[src/verilog/ofs_params.svh]
`ifndef OFS_PARAMS_SVH
`define OFS_PARAMS_SVH

// Register addresses on the serial control port (6-bit address field).
`define OFS_ADDR_OC_STATUS 6'h11
`define OFS_ADDR_OL_STATUS 6'h12
`define OFS_ADDR_CONFIG 6'h3f
`define OFS_ADDR_CTRL_THREE 6'h03

// Frame opcodes, top two bits of the first byte.
`define OFS_OP_WRITE 2'h0
`define OFS_OP_READ 2'h1
`define OFS_OP_READ_CLEAR 2'h2

// Frame layout: one command byte then one 16-bit data word.
`define OFS_FRAME_BITS 5'h18
`define OFS_CMD_BITS 5'h08

// Reset values.
`define OFS_STATUS_RESET 16'h0000
`define OFS_CONFIG_RESET 8'h00
`define OFS_CTRL_THREE_RESET 16'h0000

// Configuration register fields.
`define OFS_CFG_WARN_MASK_BIT 3
`define OFS_CFG_OUT1_HIGH_MASK_BIT 4
`define OFS_CFG_OUT1_LOW_MASK_BIT 5
`define OFS_CFG_EC_OUT7_MASK_BIT 6
`define OFS_CFG_WRITABLE 8'h78

// Control register three: duty cycle select for overcurrent recovery.
`define OFS_CR3_DUTY_BIT 14

// Status bit positions of the stages named by the mask bits.
`define OFS_STAGE_OUT1_LOW 0
`define OFS_STAGE_OUT1_HIGH 1
`define OFS_STAGE_OUTPUT7 11
`define OFS_STAGE_EC_VOLTAGE_LOW 14
`define OFS_STAGE_EC_FAST_DISCHARGE_LOW 15

// Timing.
`define OFS_CLK_PERIOD_NS 8
`define OFS_OL_FILTER_TIME_US 2000
`define OFS_OL_FILTER_CYC \
  ((`OFS_OL_FILTER_TIME_US * 1000 + `OFS_CLK_PERIOD_NS - 1) / `OFS_CLK_PERIOD_NS)
`define OFS_RECOV_OFF_LONG_NS 20000
`define OFS_RECOV_OFF_SHORT_NS 5000
`define OFS_RECOV_OFF_LONG_CYC (`OFS_RECOV_OFF_LONG_NS / `OFS_CLK_PERIOD_NS)
`define OFS_RECOV_OFF_SHORT_CYC (`OFS_RECOV_OFF_SHORT_NS / `OFS_CLK_PERIOD_NS)

// Widths of counters held in state structs.
`define OFS_RECOV_CNT_W 12
`define OFS_OL_CNT_W 18

`endif

[src/verilog/ofs_pkg.sv]
`include "ofs_params.svh"

package ofs_pkg;

  typedef logic [`OFS_RECOV_CNT_W-1:0] ofs_recov_cnt_t;

  typedef struct packed {
    logic [2:0] sck_s;
    logic [2:0] csn_s;
    logic [1:0] mosi_s;
    logic [1:0] tw_s;
    logic [1:0][15:0] oc_s;
    logic [4:0] bit_cnt;
    logic [23:0] in_sh;
    logic [15:0] out_sh;
    logic [15:0] shown;
    logic [1:0] op;
    logic [5:0] addr;
    logic miso;
    logic [15:0] oc;
    logic [15:0] ol;
    logic [7:0] cfg;
    logic [15:0] cr3;
    logic [15:0][`OFS_RECOV_CNT_W-1:0] recov;
    logic [15:0] drv;
    logic global_warning_open_load_flag;
    logic err;
  } ofs_state_t;

  typedef struct packed {
    logic [1:0] uc_s;
    logic [`OFS_OL_CNT_W-1:0] cnt;
    logic hit;
  } ofs_filt_state_t;

endpackage : ofs_pkg

[src/verilog/ofs_ol_filter.sv]
`timescale 1ns/1ns
`default_nettype none
`include "ofs_params.svh"

// Undercurrent filter for one stage: flags open load after a continuous low-current run.
module ofs_ol_filter
  import ofs_pkg::*;
#(
  parameter int unsigned FILTER_CYC = `OFS_OL_FILTER_CYC
) (
  // Clock and reset.
  input wire logic sys_clk_in,
  input wire logic arst_n_in,
  // Stage condition.
  input wire logic stage_active_in,
  input wire logic undercurrent_in,
  // Result.
  output logic open_load_out
);

  localparam logic [`OFS_OL_CNT_W-1:0] LIMIT = `OFS_OL_CNT_W'(FILTER_CYC - 1);

  ofs_filt_state_t s_r;
  ofs_filt_state_t s_nxt;

  always_comb begin
    s_nxt = s_r;
    s_nxt.uc_s = {s_r.uc_s[0], undercurrent_in};
    s_nxt.hit = 1'b0;
    // Any break in the low-current run restarts the count.
    if (!(stage_active_in && s_r.uc_s[1])) begin
      s_nxt.cnt = '0;
    end else if (s_r.cnt >= LIMIT) begin
      s_nxt.hit = 1'b1;
    end else begin
      s_nxt.cnt = s_r.cnt + 1'b1;
    end
  end

  always_ff @(posedge sys_clk_in or negedge arst_n_in) begin
    if (!arst_n_in) begin
      s_r <= '0;
    end else begin
      s_r <= s_nxt;
    end
  end

  assign open_load_out = s_r.hit;
endmodule : ofs_ol_filter

`default_nettype wire

[src/verilog/ofs_status_regs.sv]
`timescale 1ns/1ns
`default_nettype none
`include "ofs_params.svh"

// Behaviour
// - The overcurrent status register sits at 11h, resets to zero, one bit per stage.
// - The open-load status register sits at 12h, resets to zero, same stage order.
// - A detected overcurrent sets the stage's status bit and switches its driver off.
// - With recovery enabled the driver comes back on by itself after an off delay.
// - An active stage whose current stays low for 2 ms gets its open-load bit set.
// - Configuration bits 4 and 5 mask open load of output 1 high side and low side.
// - Configuration bit 6 masks open load of the two EC low-side stages and output 7.
// - A masked open load does not feed the combined warning/open-load flag.
// - Bit 14 of control register three selects the recovery duty cycle.
// - With the global warning mask set, warning and open load do not raise the error flag.
module ofs_status_regs
  import ofs_pkg::*;
#(
  parameter int unsigned OL_FILTER_CYC = `OFS_OL_FILTER_CYC
) (
  // Clock and reset.
  input wire logic sys_clk_in,
  input wire logic arst_n_in,
  // Serial control port.
  input wire logic spi_clock_in,
  input wire logic spi_select_n_in,
  input wire logic spi_mosi_in,
  output logic spi_miso_out,
  output logic spi_miso_oe_out,
  // Stage sensing and control.
  input wire logic [15:0] overcurrent_detect_in,
  input wire logic [15:0] undercurrent_in,
  input wire logic [15:0] stage_on_in,
  input wire logic [15:0] recovery_enable_in,
  input wire logic temp_warning_in,
  output logic [15:0] driver_enable_out,
  // Global status.
  output logic global_warning_open_load_flag_out,
  output logic global_error_flag_out
);

  localparam logic [`OFS_RECOV_CNT_W-1:0] OFF_LONG = `OFS_RECOV_CNT_W'(`OFS_RECOV_OFF_LONG_CYC);
  localparam logic [`OFS_RECOV_CNT_W-1:0] OFF_SHORT = `OFS_RECOV_CNT_W'(`OFS_RECOV_OFF_SHORT_CYC);

  function automatic logic [15:0] ofs_ol_mask(input logic [7:0] cfg);
    logic [15:0] m;
    m = '0;
    m[`OFS_STAGE_OUT1_HIGH] = cfg[`OFS_CFG_OUT1_HIGH_MASK_BIT];
    m[`OFS_STAGE_OUT1_LOW] = cfg[`OFS_CFG_OUT1_LOW_MASK_BIT];
    m[`OFS_STAGE_OUTPUT7] = cfg[`OFS_CFG_EC_OUT7_MASK_BIT];
    m[`OFS_STAGE_EC_VOLTAGE_LOW] = cfg[`OFS_CFG_EC_OUT7_MASK_BIT];
    m[`OFS_STAGE_EC_FAST_DISCHARGE_LOW] = cfg[`OFS_CFG_EC_OUT7_MASK_BIT];
    return m;
  endfunction : ofs_ol_mask

  function automatic logic [15:0] ofs_read(input ofs_state_t st, input logic [5:0] addr);
    logic [15:0] v;
    v = '0;
    case (addr)
      `OFS_ADDR_OC_STATUS: v = st.oc;
      `OFS_ADDR_OL_STATUS: v = st.ol;
      `OFS_ADDR_CONFIG: v = {8'h00, st.cfg};
      `OFS_ADDR_CTRL_THREE: v = st.cr3;
      default: v = '0;
    endcase
    return v;
  endfunction : ofs_read

  ofs_state_t s_r;
  ofs_state_t s_nxt;
  logic [15:0] ol_hit;
  logic [15:0] oc_det;
  logic sck_rise;
  logic frame_end;
  logic [7:0] cmd_byte;
  logic [15:0] clr_oc;
  logic [15:0] clr_ol;
  logic [`OFS_RECOV_CNT_W-1:0] off_cyc;

  genvar g;
  generate
    for (g = 0; g < 16; g++) begin : g_filt
      ofs_ol_filter #(
        .FILTER_CYC(OL_FILTER_CYC)
      ) u_filt (
        .sys_clk_in(sys_clk_in),
        .arst_n_in(arst_n_in),
        .stage_active_in(stage_on_in[g] & s_r.drv[g]),
        .undercurrent_in(undercurrent_in[g]),
        .open_load_out(ol_hit[g])
      );
    end
  endgenerate

  always_comb begin
    s_nxt = s_r;
    sck_rise = s_r.sck_s[1] & ~s_r.sck_s[2];
    frame_end = s_r.csn_s[1] & ~s_r.csn_s[2] & (s_r.bit_cnt == `OFS_FRAME_BITS);
    cmd_byte = {s_r.in_sh[6:0], s_r.mosi_s[1]};
    // Only an overcurrent seen while the driver is on counts as a fresh event.
    oc_det = s_r.oc_s[1] & s_r.drv;
    off_cyc = s_r.cr3[`OFS_CR3_DUTY_BIT] ? OFF_SHORT : OFF_LONG;
    // Clearing only the bits actually shifted out keeps events that arrive during the frame.
    clr_oc = (frame_end && s_r.op == `OFS_OP_READ_CLEAR &&
              s_r.addr == `OFS_ADDR_OC_STATUS) ? s_r.shown : '0;
    clr_ol = (frame_end && s_r.op == `OFS_OP_READ_CLEAR &&
              s_r.addr == `OFS_ADDR_OL_STATUS) ? s_r.shown : '0;

    s_nxt.sck_s = {s_r.sck_s[1:0], spi_clock_in};
    s_nxt.csn_s = {s_r.csn_s[1:0], spi_select_n_in};
    s_nxt.mosi_s = {s_r.mosi_s[0], spi_mosi_in};
    s_nxt.tw_s = {s_r.tw_s[0], temp_warning_in};
    s_nxt.oc_s = {s_r.oc_s[0], overcurrent_detect_in};
    s_nxt.miso = s_r.out_sh[15];

    if (s_r.csn_s[1]) begin
      s_nxt.bit_cnt = '0;
    end else if (sck_rise && s_r.bit_cnt < `OFS_FRAME_BITS) begin
      s_nxt.in_sh = {s_r.in_sh[22:0], s_r.mosi_s[1]};
      s_nxt.bit_cnt = s_r.bit_cnt + 1'b1;
      if (s_r.bit_cnt >= `OFS_CMD_BITS) begin
        s_nxt.out_sh = {s_r.out_sh[14:0], 1'b0};
      end
      if (s_r.bit_cnt == `OFS_CMD_BITS - 5'h01) begin
        s_nxt.op = cmd_byte[7:6];
        s_nxt.addr = cmd_byte[5:0];
        s_nxt.out_sh = ofs_read(s_r, cmd_byte[5:0]);
        s_nxt.shown = ofs_read(s_r, cmd_byte[5:0]);
      end
    end else if (sck_rise && s_r.bit_cnt == `OFS_FRAME_BITS) begin
      // An edge past the last bit spoils the frame, so it ends with no write or clear.
      s_nxt.bit_cnt = `OFS_FRAME_BITS + 5'h01;
    end

    if (frame_end && s_r.op == `OFS_OP_WRITE) begin
      if (s_r.addr == `OFS_ADDR_CONFIG) begin
        s_nxt.cfg = s_r.in_sh[7:0] & `OFS_CFG_WRITABLE;
      end else if (s_r.addr == `OFS_ADDR_CTRL_THREE) begin
        s_nxt.cr3 = s_r.in_sh[15:0];
      end
    end

    // Set beats clear: new events are merged after the clear.
    s_nxt.oc = (s_r.oc & ~clr_oc) | oc_det;
    s_nxt.ol = (s_r.ol & ~clr_ol) | ol_hit;

    for (int i = 0; i < 16; i++) begin
      if (s_r.recov[i] != '0) begin
        s_nxt.recov[i] = s_r.recov[i] - 1'b1;
      end
      if (oc_det[i] && recovery_enable_in[i]) begin
        s_nxt.recov[i] = off_cyc;
      end
      // Without recovery the sticky bit alone holds the driver off.
      s_nxt.drv[i] = (s_nxt.recov[i] == '0) &&
                     !(s_nxt.oc[i] && !recovery_enable_in[i]);
    end

    s_nxt.global_warning_open_load_flag = s_r.tw_s[1] | (|(s_r.ol & ~ofs_ol_mask(s_r.cfg)));
    // Only the faults kept here feed the error flag; other sources merge outside.
    s_nxt.err = (|s_r.oc) | (s_r.global_warning_open_load_flag & ~s_r.cfg[`OFS_CFG_WARN_MASK_BIT]);
  end

  always_ff @(posedge sys_clk_in or negedge arst_n_in) begin
    if (!arst_n_in) begin
      s_r <= '{sck_s: '0, csn_s: 3'h7, mosi_s: '0, tw_s: '0, oc_s: '0, bit_cnt: '0,
               in_sh: '0, out_sh: '0, shown: '0, op: '0, addr: '0, miso: 1'b0,
               oc: `OFS_STATUS_RESET, ol: `OFS_STATUS_RESET, cfg: `OFS_CONFIG_RESET,
               cr3: `OFS_CTRL_THREE_RESET, recov: '0, drv: 16'hffff, global_warning_open_load_flag: 1'b0,
               err: 1'b0};
    end else begin
      s_r <= s_nxt;
    end
  end

  assign spi_miso_out = s_r.miso;
  assign spi_miso_oe_out = ~s_r.csn_s[1];
  assign driver_enable_out = s_r.drv;
  assign global_warning_open_load_flag_out = s_r.global_warning_open_load_flag;
  assign global_error_flag_out = s_r.err;

  logic load_ev;
  assign load_ev = !s_r.csn_s[1] && sck_rise && s_r.bit_cnt == `OFS_CMD_BITS - 5'h01;
endmodule : ofs_status_regs

`default_nettype wire

[config.mk]
export PLATFORM = sky130hd
export DESIGN_NAME = ofs_status_regs
export DESIGN_NICKNAME = d
export VERILOG_FILES = /design/src/verilog/ofs_pkg.sv /design/src/verilog/ofs_ol_filter.sv /design/src/verilog/ofs_status_regs.sv
export VERILOG_INCLUDE_DIRS = /design/src /design/src/verilog
export SDC_FILE = /design/constraint.sdc
export NUM_CORES = 1
export LEC_CHECK = 0
export ABC_CLOCK_PERIOD_IN_PS = 8680
export BUFFER_PORTS_ARGS = -buffer_cell sky130_fd_sc_hd__buf_2
export CAP_MARGIN = 20
export CELL_PAD_IN_SITES_DETAIL_PLACEMENT = 1
export CELL_PAD_IN_SITES_GLOBAL_PLACEMENT = 2
export CORE_UTILIZATION = 44
export DETAILED_ROUTE_END_ITERATION = 8
export GPL_TIMING_DRIVEN = 0
export PLACE_DENSITY = 0.92
export RECOVER_POWER = 50
export SYNTH_ARGS = -nofsm -noshare
export SYNTH_HDL_FRONTEND = slang
export SYNTH_SLANG_ARGS = --single-unit
[constraint.sdc]
create_clock -name sys_clk_in -period 8.68 [get_ports sys_clk_in]
set_clock_uncertainty 0.15 [all_clocks]
set_input_delay 0.868 -clock sys_clk_in [delete_from_list [all_inputs] [get_ports sys_clk_in]]
set_output_delay 0.868 -clock sys_clk_in [all_outputs]
set_load 0.03 [all_outputs]
Yosys cells after proc, flatten, opt, wreduce, memory -nomap -nowiden:

Cells that the tools add are included.

* flip-flop bits (word level): 702
* output and inout bits: 20
* word-level logic and storage cells: 447

* add/sub/neg operators: 33
* $lt $le $gt $ge: 18
* equality and inequality tests: 27
* muxes and demuxes: 105
* bitwise gates (word level): 36
* reductions and logical operators: 144

Operator list (count)
* $mux 18: 32
* $mux 12: 33
* $add 18x1->18 const B: 16
* $ge 18x18->1 const B: 16
* $logic_not 12->1: 16
* $reduce_bool 12->1: 16
* $sub 12x1->12 const B: 16
* $logic_and 1x1->1: 70
* $and 16x16->16: 4
* $pmux 16 s4: 1
* $mux 16: 3
* $not 16->16: 3
* $mux 40: 1
* $logic_not 1->1: 32
* $mux 1: 32
* $ne 2x2->1 const B: 16
* $or 16x16->16: 2
* $reduce_or 16->1: 2
* $eq 6x5->1 const B: 4
* $and 1x1->1: 20
* $mux 5: 3
* $eq 6x2->1 const B: 2
* $eq 6x6->1 const B: 2
* $reduce_and 3->1: 3
* other kinds (12): 18

Logic depth before layout (Yosys ltp):

* word-level depth: 12
* mapped depth: 10

By module:

From an unflattened synthesis, not the netlist that was laid out.

* cells, all modules: 3666
* area, all modules: 36077.1 sq um

Modules (own cells, without submodules)
* ofs_status_regs: times used 1, cells an instance 2002, area an instance 19100.8 sq um, sequential area each 9182.6 sq um
* ofs_ol_filter: times used 16, cells an instance 104, area an instance 1061.0 sq um, sequential area each 525.5 sq um

Worst setup path after synthesis:

OpenSTA, ideal clock, no wires.

* path type: flip-flop to flip-flop
* start point: register s_r[150] (netlist bit)
* end point: register s_r, in the netlist driver_enable_out[11]
* library setup time: 0.097 ns
* arrival time: 2.484 ns
* data required time: 8.433 ns
* slack: 5.949 ns
* stages on the path, launching flop included: 9
* clock period less this slack: 2.731 ns
* cell sequence: dfrtp_1 inv_1 ha_1 or4b_2 nor4_2 o31a_1 a21oi_1 or4b_1 nor4_1

RTL lines
* start: declaration: RTL line ofs_status_regs.sv:69 `ofs_state_t s_r;`
* start signal: assignment: RTL line ofs_status_regs.sv:166 `s_r <= '{sck_s: '0, csn_s: 3'h7, mosi_s: '0, tw_s: '0, oc_s: '0, bit_cnt: '0,`
* start signal: assignment: RTL line ofs_status_regs.sv:172 `s_r <= s_nxt;`

==> impl_results.md <==
- Outcome: complete, but fails checks
- Failing checks: capacitance limit, slew limit
- Worst path top cell family by delay: buffers and inverters
- Reg-to-Reg Start: s_r[224]$_DFFE_PN0P_
- Gate Count Post-Synth: 3,555
- Post-Syn Area: 34,600 µm²
- Crit-path slowest cell: clkbuf_1
- Critical Path Source: arst_n_in
- Critical Path Start Type: primary input
- P per Cell Area: 190 nW/µm²
- Post-Route WL: 92.0 mm
- Io pins: 90
- Cell taking the most area after synthesis: dfrtp_1
- Period minus WS final: 4.84 ns
- Mean Syn Cell Area: 9.74 µm²
- Die width: 283 µm
- Finish-stage setup viols: 0
- Sw Ratio: 22.8%
- GP Congestion: 0.859
- P&R area growth vs syn: 13.9%
- Most numerous cell in the Yosys netlist: dfrtp_1
- Share of cells above drive strength 1: 8.25%
- Predominant post-synthesis flop cell: dfrtp_1
- Initial detailed-routing violation count: 1,873
- Fin area: 39,500 µm²
- CTS clock-pin slew for the worst setup and hold paths: 0.06 ns
- Setup Crit Path Kind: in2async
- Worst path bufs/invs: 5
- Number of synthesized flops with an enable pin: 0
- Root Driver: clkbuf_16
- DP Area: 36,600 µm²
- Worst-path fanout max: 118
- Initial Utilization: 44.6%
- Worst hold path type: reg2reg
- Number of remaining DRC errors: 0
- Yosys reg bits: 702
- Initial antenna violation count: 4
- Vias in the first global route: 29,000
- Sequential area share after synthesis: 50.8%
- Number of cell rows: 102
- Worst path max stage delay: 2.28 ns
- Global route overflow: 0
- Largest net degree at the start of global routing: 121
- Psw: 1.71 mW
- Crit-path cells: dlygate4sd3_1 > clkbuf_1 > buf_16 > buf_16 > buf_16
- Max-cap violations: 2
- IO buf count: 89
- Final WS setup: 3.84 ns
- Drt first pass iters: 7
- Yosys cell types: 85
- Hold Path Origin: s_nxt[360]$_DFF_PN0_
- Final Max Tran Viols: 63
- TritonCTS clock tree: built
- Flop pwr share: 46.0%
- Slew headroom: -118%
- Post-DR vias/cell: 5.74
- Synth top cells by count: 683 x dfrtp_1, 473 x nor2_1, 297 x nand2_1, 156 x xnor2_1, 156 x xor2_1
- Inserted Clock Buffers: 81
- Top area cells in the synthesized netlist: dfrtp_1 49%, nor2_1 5.1%, xnor2_1 3.9%, xor2_1 3.9%, nand2_1 3.2%
- Gate power share: 4.5%
- Clock latency on the worst-skew pair: 0.63 ns
- CP Capture Type: async pin
- FMAX: 207 MHz
- Sink Count: 702
- DP Worst Slack: 4.36 ns
- Syn Nets: 3,675
- Internal power: 5.79 mW
- WP data required: 9.22 ns
- Tightest Pin Transition: 3.27 ns
- Unrepaired setup endpoints after global routing: false
- Clock buffer depth: 3
- Top cell type's share of synthesized area: 49.3%
- Post-CTS setup buffers: 0
- Die area: 79,900 µm²
- Layout net count: 3,859
- Via count: 27,800
- Synth warnings: 0
- Period utilization: 55.7%
- First-pass GRT wire length: 153 mm
- Routed Antenna Nets: 0
- Die Height: 283 µm
- Core area: 77,700 µm²
- Peak VDD IR: 131 µV
- Crit path DAT: 5.38 ns
- HPWL after DPL: 63.0 mm
- GRT Total Usage: 23.4%
- Post_cts resized: 0
- Routed len/inst: 19.0 µm
- Fraction of registers with async set/reset: 100%
- Hold_buf cts: 1
- CP dominant cell by count: buf_16
- H-tree depth: 3
- Final hold vios: 0
- P_leak: 16.4 nW
- Part of the power in the clock network: 49.5%
[kinds of logic (layout without fill, tap and decap cells)]
| group | count (synthesis) | after routing | share of synthesized area [%] |
|---|---|---|---|
| multiplexers | 75 | 75 | 2.33 |
| AND/OR/NAND/NOR | 1621 | 1621 | 23.8 |
| AO/OA/AOI/OAI | 578 | 578 | 10.9 |
| other | 0 | 2 | 0 |
| XOR/XNOR | 312 | 312 | 7.89 |
| adder cells (fa/ha/maj) | 50 | 50 | 1.81 |
| flip-flops | 702 | 702 | 50.8 |
| buffers and inverters | 217 | 466 | 2.54 |
[power by group through the flow]
| stage | Clock (mW) | Sequential, mW | Combinational, mW |
|---|---|---|---|
| final | 3.72 | 3.45 | 0.341 |
| after floorplan | 0 | 3.48 | 0.185 |
| after CTS | 3.80 | 3.45 | 0.346 |
| after global placement | 0 | 3.50 | 0.315 |
| after global routing | 3.93 | 3.46 | 0.385 |
| after detailed placement | 0 | 3.50 | 0.336 |
[layer usage]
layer / GRT usage [%] / up-vias / wire length (µm)
met5: 0 / - / 32
met4: 6.94 / 4 / 2090
met3: 3.11 / 153 / 3420
met2: 38.6 / 468 / 44100
met1: 32.1 / 14100 / 42300
li1: - / 13100 / -
[through the flow]
step / setup TNS, ns / hold WS [ns] / utilization, % / power [mW] / cells
floorplan: 0 / 0.181 / - / 3.66 / 3555
global placement: -5854.90 / 0.182 / 46.8 / 3.82 / 4684
detailed placement: 0 / 0.186 / 47.1 / 3.84 / 4693
CTS: 0 / 0.152 / 50.9 / 7.60 / 4842
global route: 0 / 0.171 / 50.8 / 7.77 / 4844
finish: 0 / 0.192 / 50.8 / 7.51 / 4846
[final cells by class]
class,count,area [µm²]
inverter,84,315
buffer,133,561
timing repair buffer,101,619
sequential,702,17600
clock inverter,26,420
antenna,2,5.00
fill,8691,38300
multi-input combinational,2636,16100
clock buffer,122,2500
tap,1040,1300
[placed cells by master (no fill, tap or decap), types with 12 or more instances in the layout]
| cell | instances |
|---|---|
| nor4b_1 | 32 |
| a211o_1 | 13 |
| a21oi_1 | 130 |
| a222oi_1 | 16 |
| nand3_1 | 155 |
| or3_1 | 46 |
| clkbuf_8 | 19 |
| nor2b_1 | 27 |
| o22ai_1 | 13 |
| mux2i_1 | 31 |
| nor2_1 | 473 |
| dfrtp_1 | 683 |
| a31oi_1 | 54 |
| nor3_1 | 113 |
| buf_2 | 74 |
| and4_1 | 28 |
| nor4_1 | 73 |
| clkbuf_16 | 87 |
| a21o_1 | 31 |
| and3_1 | 97 |
| and2_1 | 23 |
| buf_4 | 16 |
| xnor2_1 | 156 |
| o21ai_0 | 145 |
| xor2_1 | 156 |
| o31ai_1 | 18 |
| nand2_1 | 297 |
| o211ai_1 | 16 |
| a211oi_1 | 26 |
| clkbuf_1 | 150 |
| o41ai_1 | 15 |
| mux2_2 | 44 |
| nand4_1 | 104 |
| or4_1 | 39 |
| a21boi_0 | 12 |
| ha_1 | 50 |
| nand2b_1 | 27 |
| inv_1 | 84 |
| nor3b_1 | 31 |
[final timing paths]
check | end | slack [ns] | cells past startpoint
min in group asynchronous | g_filt[13].u_filt.s_r[6]$_DFFE_PN0N_ | 1.73 | 2
hold reg to reg | s_r[360]$_DFF_PN0_ | 0.19 | 0
max in group sys_clk_in | s_r[92]$_DFF_PN0_ | 4.44 | 6
hold / removal | s_r[360]$_DFF_PN0_ | 0.19 | 0
setup reg to reg | s_r[92]$_DFF_PN0_ | 4.44 | 6
setup / recovery | g_filt[8].u_filt.s_r[16]$_DFFE_PN0N_ | 3.84 | 5
[flip-flops by register name, summed over array words and instances (netlist names)]
signal	flops
g_filt.u_filt.open_load_out	16
cmd_byte	8
global_warning_open_load_flag_out	1
s_nxt	23
g_filt.u_filt.s_r	304
s_r	316
driver_enable_out	16
global_error_flag_out	1
g_filt.u_filt.s_nxt	16
spi_miso_out	1
Power figures use the tool's default switching activity.
